--- src/sysctl_defs.svh ---
`ifndef SYSCTL_DEFS_SVH
`define SYSCTL_DEFS_SVH
// Contract
// writing one to control bit 15 resets everything except the control register and the trim target; the code also keeps soft_reset_pulse.
// the power state machine moves on after 2 ms without startup unless control bit 10 removes that timeout.
// control bits 8:7 select the debug pin map: 0 off, 1..3 clock on pin 2 and data on pin 5, 1 or 10.
// with the debug field at zero the debug clock and data pins are released to general-purpose use.
// control bit 6 drives a reset request to the otp controller while it is set.
// control bit 4 set makes the device copy otp into system ram at every system domain wakeup.
// emulation bit 2 with copy set runs the copy for its full duration without ram writes.
// emulation bit clear with copy set makes the copy really write system ram.
// control bits 1:0 choose the memory at address zero: rom, otp, first ram, third ram at 28 kbytes offset.
// a new boot memory selection takes effect only at the next software reset.
// status bit 7 goes high once the fast crystal has run for the programmed settle time.
// status bit 6 reads one while the applied trim equals the target trim, and resets to one.
// status bit 4 reads one while a serial-wire debugger is attached to the core.
// status bits 3 and 2 flag the timer domain on and off; bit 2 resets to one.
// status bits 1 and 0 flag the radio domain on and off; bit 0 resets to one.
// the settle-count field counts in units of 64 crystal clock cycles.
// status writes are ignored and the software reset bit reads as zero.

// ------------------------------
// register map
// ------------------------------
`define ADDR_SYS_CTRL 32'h5000_0012
`define ADDR_SYS_STAT 32'h5000_0014
`define ADDR_IRQ_MASK 32'h5000_0040
`define CTRL_RESET 16'h0020
`define CTRL_WMASK 16'h07f7
`define STAT_RESET 8'h45
`define STAT_USED 8'hdf
`define BIT_SOFT_RESET 15
`define BIT_TIMEOUT_DIS 10
`define BIT_OTP_RST 6
`define BIT_COPY 4
`define BIT_EMUL 2
// ------------------------------
// timing
// ------------------------------
`define CLK_MHZ 40
`define PSM_TIMEOUT_US 2000
`define PSM_TIMEOUT_CYC (`PSM_TIMEOUT_US * `CLK_MHZ)
`define SETTLE_UNIT 64
`define COPY_CYCLES 16'h0800
`endif

--- src/sysctl_pkg.sv ---
package sysctl_pkg;
    typedef struct packed {
        logic [1:0] dbg_map;
        logic [1:0] boot_memory_select;
        logic otp_ctrl_rst_request;
        logic timeout_disable;
    } ctrl_out_t;
    typedef enum logic [1:0] {
        CP_IDLE = 2'b00,
        CP_RUN = 2'b01,
        CP_DONE = 2'b11
    } copy_state_t;
    typedef enum logic [1:0] {
        PS_IDLE = 2'b00,
        PS_WAIT = 2'b01,
        PS_GO = 2'b11
    } psm_state_t;
endpackage

--- src/system_control_status_regs.sv ---
// The strobed register port was left to the implementer.
`timescale 1ns/100ps
`include "sysctl_defs.svh"
module system_control_status_regs import sysctl_pkg::*; #(
    parameter int unsigned PSM_TIMEOUT = `PSM_TIMEOUT_CYC
) (
    input wire logic sys_clk,
    input wire logic rst_b,
    input wire logic [31:0] addr,
    input wire logic [31:0] wdata,
    input wire logic wr,
    input wire logic rd,
    output logic [31:0] rdata,
    output logic irq,
    output ctrl_out_t ctrl_out,
    output logic soft_reset_pulse,
    input wire logic xtal_clk_tick,
    input wire logic xtal_running,
    input wire logic [5:0] settle_count,
    input wire logic [7:0] trim_applied,
    input wire logic [7:0] crystal_trim_target,
    input wire logic debugger_attached,
    input wire logic timer_domain_on,
    input wire logic timer_domain_off,
    input wire logic radio_domain_on,
    input wire logic radio_domain_off,
    input wire logic system_power_domain_wake,
    input wire logic psm_start,
    input wire logic psm_blocks_up,
    output logic psm_proceed,
    output logic copy_busy,
    output logic ram_wr_en,
    output logic [15:0] ram_wr_addr,
    output logic debug_clock_pin_en,
    output logic debug_data_pin_en,
    output logic [3:0] debug_data_pin_sel
);
    // ------------------------------
    // decode
    // ------------------------------
    logic [15:0] ctrl_r;
    logic [7:0] stat_mask_r;
    logic [7:0] stat_sticky_r;
    logic [1:0] boot_r;
    logic [11:0] settle_cnt_r;
    logic [5:0] tick_cnt_r;
    logic settled_r;
    logic [31:0] psm_cnt_r;
    psm_state_t psm_r;
    copy_state_t cp_r;
    logic [15:0] cp_cnt_r;
    wire sel_ctrl = addr == `ADDR_SYS_CTRL;
    wire sel_stat = addr == `ADDR_SYS_STAT;
    wire sel_mask = addr == `ADDR_IRQ_MASK;
    wire ctrl_wr = wr && sel_ctrl;
    // the control register and soft reset pulse survive a software reset; boot select loads from the write
    wire soft_rst = ctrl_wr && wdata[`BIT_SOFT_RESET];
    wire local_rst = !rst_b || soft_rst;
    wire trim_ok = trim_applied == crystal_trim_target;
    wire [7:0] stat_now = {settled_r, trim_ok, 1'b0, debugger_attached,
                           timer_domain_on, timer_domain_off,
                           radio_domain_on, radio_domain_off};
    wire [7:0] stat_rise = stat_now & ~stat_sticky_r;
    wire [31:0] rd_mux = sel_ctrl ? {16'h0000, 1'b0, ctrl_r[14:0]} :
                         sel_stat ? {24'h000000, stat_now} :
                         sel_mask ? {24'h000000, stat_mask_r} : 32'h0000_0000;
    wire [11:0] settle_target = {settle_count, 6'h00};
    wire [1:0] dbg_field = ctrl_r[8:7];
    wire dbg_on = dbg_field != 2'b00;
    wire timeout_hit = psm_cnt_r >= PSM_TIMEOUT - 1;
    wire copy_done = cp_cnt_r == `COPY_CYCLES - 16'h0001;

    function automatic logic [3:0] dio_pin(input logic [1:0] code);
        case (code)
            2'b01: dio_pin = 4'h5;
            2'b10: dio_pin = 4'h1;
            2'b11: dio_pin = 4'ha;
            default: dio_pin = 4'h0;
        endcase
    endfunction

    // ------------------------------
    // registers
    // ------------------------------
    always_ff @(posedge sys_clk) begin
        if (!rst_b) begin
            ctrl_r <= `CTRL_RESET;
        end else if (ctrl_wr) begin
            ctrl_r <= wdata[15:0] & `CTRL_WMASK;
        end
    end

    always_ff @(posedge sys_clk) begin
        if (!rst_b) begin
            boot_r <= 2'b00;
        end else if (soft_rst) begin
            boot_r <= wdata[1:0];
        end
    end

    always_ff @(posedge sys_clk) begin
        if (local_rst) begin
            stat_mask_r <= 8'h00;
        end else if (wr && sel_mask) begin
            stat_mask_r <= wdata[7:0];
        end
    end

    // sticky level events; read clears, new event wins
    always_ff @(posedge sys_clk) begin
        if (local_rst) begin
            stat_sticky_r <= `STAT_RESET;
        end else if (rd && sel_stat) begin
            stat_sticky_r <= stat_now & `STAT_USED;
        end else begin
            stat_sticky_r <= (stat_sticky_r | stat_now) & `STAT_USED;
        end
    end

    always_ff @(posedge sys_clk) begin
        if (local_rst) begin
            rdata <= 32'h0000_0000;
            irq <= 1'b0;
            ctrl_out <= '0;
            debug_clock_pin_en <= 1'b0;
            debug_data_pin_en <= 1'b0;
            debug_data_pin_sel <= 4'h0;
        end else begin
            rdata <= rd ? rd_mux : 32'h0000_0000;
            irq <= |((stat_sticky_r | stat_rise) & stat_mask_r);
            ctrl_out <= '{dbg_map: dbg_field, boot_memory_select: boot_r,
                          otp_ctrl_rst_request: ctrl_r[`BIT_OTP_RST],
                          timeout_disable: ctrl_r[`BIT_TIMEOUT_DIS]};
            debug_clock_pin_en <= dbg_on;
            debug_data_pin_en <= dbg_on;
            debug_data_pin_sel <= dio_pin(dbg_field);
        end
    end

    // pulse must survive the reset it announces
    always_ff @(posedge sys_clk) begin
        if (!rst_b) begin
            soft_reset_pulse <= 1'b0;
        end else begin
            soft_reset_pulse <= soft_rst;
        end
    end

    // ------------------------------
    // crystal settle
    // ------------------------------
    // counted on crystal ticks; restarts whenever the crystal stops
    always_ff @(posedge sys_clk) begin
        if (local_rst || !xtal_running) begin
            tick_cnt_r <= 6'h00;
            settle_cnt_r <= 12'h000;
            settled_r <= 1'b0;
        end else if (xtal_clk_tick && !settled_r) begin
            tick_cnt_r <= tick_cnt_r + 6'h01;
            settle_cnt_r <= settle_cnt_r + 12'h001;
            settled_r <= settle_cnt_r + 12'h001 >= settle_target;
        end
    end

    // ------------------------------
    // power state timeout
    // ------------------------------
    always_ff @(posedge sys_clk) begin
        if (local_rst) begin
            psm_r <= PS_IDLE;
            psm_cnt_r <= 32'h0000_0000;
            psm_proceed <= 1'b0;
        end else begin
            case (psm_r)
                PS_IDLE: begin
                    psm_proceed <= 1'b0;
                    psm_cnt_r <= 32'h0000_0000;
                    if (psm_start) begin
                        psm_r <= PS_WAIT;
                    end
                end
                PS_WAIT: begin
                    psm_cnt_r <= psm_cnt_r + 32'h0000_0001;
                    if (psm_blocks_up || (timeout_hit && !ctrl_r[`BIT_TIMEOUT_DIS])) begin
                        psm_r <= PS_GO;
                        psm_proceed <= 1'b1;
                    end
                end
                PS_GO: begin
                    psm_proceed <= 1'b0;
                    psm_r <= PS_IDLE;
                end
                default: psm_r <= PS_IDLE;
            endcase
        end
    end

    // ------------------------------
    // otp mirror
    // ------------------------------
    // emulation keeps identical timing so boot time matches real mirroring
    always_ff @(posedge sys_clk) begin
        if (local_rst) begin
            cp_r <= CP_IDLE;
            cp_cnt_r <= 16'h0000;
            copy_busy <= 1'b0;
            ram_wr_en <= 1'b0;
            ram_wr_addr <= 16'h0000;
        end else begin
            case (cp_r)
                CP_IDLE: begin
                    cp_cnt_r <= 16'h0000;
                    ram_wr_en <= 1'b0;
                    if (system_power_domain_wake && ctrl_r[`BIT_COPY]) begin
                        cp_r <= CP_RUN;
                        copy_busy <= 1'b1;
                        cp_cnt_r <= 16'h0001;
                        ram_wr_addr <= 16'h0000;
                        ram_wr_en <= !ctrl_r[`BIT_EMUL];
                    end
                end
                CP_RUN: begin
                    cp_cnt_r <= cp_cnt_r + 16'h0001;
                    ram_wr_addr <= cp_cnt_r;
                    ram_wr_en <= !ctrl_r[`BIT_EMUL];
                    if (copy_done) begin
                        cp_r <= CP_DONE;
                    end
                end
                CP_DONE: begin
                    ram_wr_en <= 1'b0;
                    copy_busy <= 1'b0;
                    cp_r <= CP_IDLE;
                end
                default: cp_r <= CP_IDLE;
            endcase
        end
    end
endmodule

--- config.mk ---
export PLATFORM = sky130hd
export DESIGN_NAME = system_control_status_regs
export DESIGN_NICKNAME = d
export VERILOG_FILES = /design/src/sysctl_pkg.sv /design/src/system_control_status_regs.sv
export VERILOG_INCLUDE_DIRS = /design/src
export SDC_FILE = /design/constraint.sdc
export NUM_CORES = 1
export LEC_CHECK = 0
export BUFFER_PORTS_ARGS = -buffer_cell sky130_fd_sc_hd__buf_4
export CORE_MARGIN = 2
export CORE_UTILIZATION = 45
export DETAILED_ROUTE_END_ITERATION = 6
export PLACE_DENSITY = 0.7
export SYNTH_ARGS = -nofsm -noshare
export SYNTH_HDL_FRONTEND = slang
export SYNTH_SLANG_ARGS = --single-unit
--- constraint.sdc ---
create_clock -name sys_clk -period 4 [get_ports sys_clk]
set_clock_uncertainty 0.2 [all_clocks]
set_input_delay 0.4 -clock sys_clk [delete_from_list [all_inputs] [get_ports sys_clk]]
set_output_delay 0.4 -clock sys_clk [all_outputs]
set_load 0.05 [all_outputs]
; ---- Word level (Yosys, flattened, before mapping)
; Cells that the tools add are included.
[word_totals]
register_bits = 157
out_inout_bits = 65
word_cells = 108
inputBits = 100
[classes]
n_bitwise = 6
n_eq_ne = 16
muxes = 22
magnitude_cmp = 2
n_addsub = 3
n_reduce_logical = 33
[ops]
columns = op, n
row1 = "32-bit by 31-bit == test with 1-bit output, second input constant", 3
row2 = 16-bit one-hot mux with 2 select lines, 2
row3 = 32-bit one-hot mux with 2 select lines, 1
row4 = "32-bit by 1-bit adder with 32-bit output, second input constant", 1
row5 = "32-bit by 17-bit greater-or-equal comparator with 1-bit output, second input constant", 1
row6 = 8-bit two-way mux, 3
row7 = "16-bit by 1-bit adder with 16-bit output, second input constant", 1
row8 = 8-bit bitwise AND, 2
row9 = "16-bit by 11-bit == test with 1-bit output, second input constant", 1
row10 = 16-bit two-way mux, 1
row11 = 8-bit OR, 2
row12 = "12-bit by 1-bit adder with 12-bit output, second input constant", 1
row13 = 12-bit greater-or-equal comparator, 1
row14 = 4-bit one-hot mux with 3 select lines, 1
row15 = 11-bit two-way mux, 1
row16 = 2-bit AND reduction, 5
row17 = 2-bit nonzero test, 5
row18 = "2-bit == test, second input constant", 4
row19 = 8-bit == test, 1
row20 = 2-bit two-way mux, 4
row21 = "2-bit inequality test, second input constant", 4
row22 = 8-bit NOT, 1
row23 = 2-bit one-hot mux with 2 select lines, 2
row24 = 8-bit OR reduction, 1
row25 = other kinds (13), 33

; ---- Longest topological paths before layout
[logic_depth]
depth_word = 5
mapped_depth = 10

; ---- Worst setup path after synthesis
; OpenSTA, ideal clock, no wires.
[synth_path]
path_type = in2reg
from = input port addr[5]
to = register ctrl_out[2] in the netlist's numbering
arrival_ps = 2115
path_slack_ps = 1570
stages = 7
path_cell_list = or4b_1 > or2_1 > buf_2 > o41a_1 > clkbuf_1 > clkbuf_1 > and2_1
[synth_between]
elab_chain_cells = 4
[synth_rtl]
columns = element, line_no
row1 = "start, declared", system_control_status_regs.sv:9  ; input wire logic [31:0] addr,
row2 = 32-bit by 31-bit == test with 1-bit output (no source line), -
row3 = 1-bit logical AND, system_control_status_regs.sv:55  ; wire ctrl_wr = wr && sel_ctrl;
row4 = 1-bit logical AND, system_control_status_regs.sv:57  ; wire soft_rst = ctrl_wr && wdata[`BIT_SOFT_RESET];
row5 = 1-bit logical OR, system_control_status_regs.sv:58  ; wire local_rst = !rst_b || soft_rst;
row6 = "end signal, assigned", system_control_status_regs.sv:131  ; ctrl_out <= '{dbg_map: dbg_field, boot_memory_select: boot_r,
row7 = "end, declared", system_control_status_regs.sv:15  ; output ctrl_out_t ctrl_out,
; No other way between the ends.
; A chain may end at the register's enable or synchronous reset.

; ---- Worst setup path in the final report
[layout_path]
from = register psm_r[1]
to = register psm_cnt_r[31]
[layout_between]
elab_chain_cells = 2
word_cells_on_any_way = 4
cone_classes = eq/ne: 1 / mux: 1 / reduce/logical: 2
[layout_rtl]
columns = element, line_no
row1 = "start, declared", system_control_status_regs.sv:49  ; psm_state_t psm_r;
row2 = "start signal, assigned", system_control_status_regs.sv:170  ; psm_r <= PS_IDLE;
row3 = "start signal, assigned", system_control_status_regs.sv:179  ; psm_r <= PS_WAIT;
row4 = "start signal, assigned", system_control_status_regs.sv:185  ; psm_r <= PS_GO;
row5 = 2-bit by 1-bit == test with 1-bit output / 2-bit logical NOT (equally long branches), system_control_status_regs.sv:174  ; case (psm_r)
row6 = 32-bit one-hot mux with 2 select lines / 2-bit nonzero test (equally long branches), -
row7 = "end signal, assigned", system_control_status_regs.sv:183  ; psm_cnt_r <= psm_cnt_r + 32'h0000_0001;
row8 = "end, declared", system_control_status_regs.sv:48  ; logic [31:0] psm_cnt_r;
; Several ways; a longest one is shown, not always the timed one.

==> results by group <==
Outcome
  – Status: finished clean

STA
  – RSZ-0062 raised after global routing: false
  – Fin crit share: 67.8%
  – Final Hold Fails: 0
  – Min Clock Period, post-route: approximately 2.7 ns
  – Worst Max-Slew Pin Slew: 0.927 ns
  – Fin Setup TNS: 0 ns
  – Slew headroom: 38.2%
  – Max Clk Rate: around 0.37 GHz
  – Setup Viol. Count Final: 0
  – Final Max Tran Viols: 0

Synth
  – YS warnings: 0
  – Post-synth EDFFs: 0
  – Yosys cell types: 59
  – Register area share after synthesis: between 40 and 50%
  – Post-synthesis async set-or-reset flop share: 0%
  – Post-Syn Area per Cell: 8.69 um2
  – Synth Cell Area: between 0.006 and 0.007 mm2
  – Flop and latch count out of synthesis: 134
  – Cells after Synth: 725
  – Top FF cell, synth: dfxtp_1

Final layout
  – Layout net count: 959
  – Ant. Diodes: 0
  – Synth-to-Final Area Change: 27.1%
  – Layout cells sized above 1: 21.5%
  – Most frequent cells in the layout: 134 x dfxtp_1, 129 x buf_4, 104 x nor2_1, 48 x nand2_1, 44 x nand3_1
  – Filler cell count: 1,244
  – Most common cell after layout, fill and taps aside: dfxtp_1
  – Post-route cell area: between 0.008 and 0.009 mm2
  – Multi-input combinational cell area: 0.00329 mm2
  – Register area: 0.00268 mm2

Detailed routing
  – DR pass1 iterations: 5
  – Metal3 WL: 785 um
  – Highest Signal Layer: met4
  – Via density: 5.24
  – Via count: 5,423
  – WL/cell: 14.1 um
  – Met2 wire len: 6570 um
  – Routed Antenna Nets: 0
  – Initial drt markers: ~380
  – DRC: 0
  – Met1 WL: 6960 um
  – Routed WL: 14,600 um

Place
  – Gpl congestion: ~0.80
  – Area after DPL: just over 0.007 mm2
  – Dpl hpwl: 9980 um
  – Port-buffer cells: 123

Floorplan
  – Die area: 0.0150 mm2
  – Ports: between 150 and 200
  – Num rows: 43
  – Die span in y: about 120 um
  – Die X-Extent: 122 um
  – Initial Util: 45.7%
  – Core area: 0.0138 mm2

Clock tree
  – Bufs on Longest Clock Path: 2
  – Clock Latency Late Sink: 0.42 ns
  – Post-CTS Hold Buffers: 7
  – Cts repair resizes: 0
  – H-tree depth: 4
  – Post-CTS Repair Setup Buffers: 0
  – TritonCTS clock tree: done
  – CTS buffer count: 17
  – Clk sinks: 134
  – Root Driver: clkbuf_16
  – Reg clk slew, reported paths: 0.06 ns

Global route
  – Initial antenna violation count: 0
  – Total Routing Usage GR: approximately 21%
  – Largest net degree at the start of global routing: 59
  – First-pass GRT wire length: 24,300 um
  – Total grt overflow: 0
  – Vias in the first global route: a little over 5,000

Critical path
  – Worst path max stage delay: 0.56 ns
  – R2r startpoint: psm_r[1]$_SDFFE_PP0P_
  – WP data required: roughly 4.2 ns
  – CP Capture Type: flop
  – Crit path launch: psm_r[1]$_SDFFE_PP0P_
  – Worst setup SP type: flop
  – R2R Setup Slk: 1.29 ns
  – Worst path cell trace: inv_1 -> ha_1 -> and4_1 -> nand3_1 -> or3_4 -> or3_1 -> a21oi_1
  – Crit Path Max Fanout: 20
  – Critical path's slowest cell: ha_1
  – R2R Path End: psm_cnt_r[31]$_SDFFE_PP0P_
  – WP data arrival: 2.87 ns
  – Crit path to: psm_cnt_r[31]$_SDFFE_PP0P_
  – Worst R2R Path Depth: 7
  – Critical path class: reg -> reg

Worst hold path
  – HP Class: in -> reg

Pwr
  – Pwr dens: ~440 mW/mm2
  – Leakage: 3.18 nW
  – VDD IR-drop max: 0.000390 V

Job
  – Max-cap viol count: 0
-- metal layers --
layer,global-route usage (%),vias up
li1,-,2745
met1,26.8,2530
met2,32.1,121
met3,5.76,27
met4,8.48,0
met5,0,-
-- per-stage QoR --
stage                     total power [mW]  instances  setup WS [ns]  hold WS, ns  utilization [%]
after floorplan                       1.66        745           1.57        0.225                -
after global placement                1.77        998           1.01        0.235             52.8
after detailed placement              1.77        998           1.06        0.237             52.8
after CTS                             3.55       1035           1.25      0.00140             58.1
after global routing                  3.65       1035           1.01       0.0190             58.1
final                                 3.53       1035           1.29       0.0181             58.1
-- worst max-delay path: cells and delay by family (launching register included) --
family	cells	cell delay, ns
AND/OR/NAND/NOR	4	1.35
adder cells (fa/ha/maj)	1	0.56
flip-flops	1	0.32
AO/OA/AOI/OAI	1	0.13
buffers and inverters	1	0.08
-- sequential cells by signal (all words and copies together), names as in the netlist --
name / flops
ctrl_out: 6
copy_busy: 1
stat_mask_r: 8
rdata: 11
psm_proceed: 1
ctrl_r: 10
debug_data_pin_sel: 3
settle_cnt_r: 12
cp_r: 2
boot_r: 2
psm_cnt_r: 32
soft_reset_pulse: 1
ram_wr_addr: 16
ram_wr_en: 1
debug_data_pin_en: 1
settled_r: 1
stat_sticky_r: 7
psm_r: 2
irq: 1
cp_cnt_r: 16
-- power by group --
part / switching, mW / internal, mW
registers: 0.0136 / 1.35
clock network: 0.568 / 1.21
logic: 0.254 / 0.126
-- final cells by class --
class | count | share of cell area [%]
Timing Repair Buffer | 137 | 13.2
Inverter | 22 | 1.03
Sequential cell | 134 | 33.5
Clock buffer | 21 | 5.88
Clock inverter | 9 | 2.47
Multi-Input combinational cell | 532 | 41.1
Tap cell | 180 | 2.81
-- synth_stat cells (12+ instances only) --
cell type	number	area share (%)
a21oi_1	33	2.6
a22oi_1	17	2.0
and2_1	14	1.4
and3_1	13	1.3
buf_4	26	3.1
clkbuf_1	22	1.3
dfxtp_1	134	43
ha_1	15	3.0
inv_1	22	1.3
mux2i_1	12	1.9
nand2_1	48	2.9
nand3_1	44	3.5
nand4_1	17	1.7
nor2_1	104	6.2
o21ai_0	21	1.7
xnor2_1	26	3.6
xor2_1	20	2.8
-- cell families (layout without fill, tap and decap cells) --
kind of cell | after synthesis | count (layout) | share of synthesized area, %
and+or+nand+nor | 318 | 318 | 26.6
buffers and inverters | 79 | 189 | 6.44
AOI/OAI and AO/OA | 114 | 114 | 12.0
adders and majority gates | 15 | 15 | 2.98
DFF | 134 | 134 | 42.6
other | 1 | 21 | 0.0595
xor gates and xnor gates | 46 | 46 | 6.40
muxes | 18 | 18 | 2.98
-- worst min-delay path by stage --
stage                                  endpoint  depth (start not counted)  slack, ns                        start
global route        stat_sticky_r[1]$_SDFF_PP0_                          3       0.02              radio_domain_on
CTS                      ctrl_r[2]$_SDFFE_PN0N_                          3      0.001                     wdata[2]
global placement    stat_sticky_r[0]$_SDFF_PP1_                          2       0.24  stat_sticky_r[0]$_SDFF_PP1_
floorplan           stat_sticky_r[0]$_SDFF_PP1_                          2       0.23  stat_sticky_r[0]$_SDFF_PP1_
detailed placement       ctrl_out[3]$_SDFF_PP0_                          1       0.24       boot_r[1]$_SDFFE_PN0P_
finish              stat_sticky_r[1]$_SDFF_PP0_                          3       0.02              radio_domain_on
No activity file was read; power rests on OpenSTA's default activity.
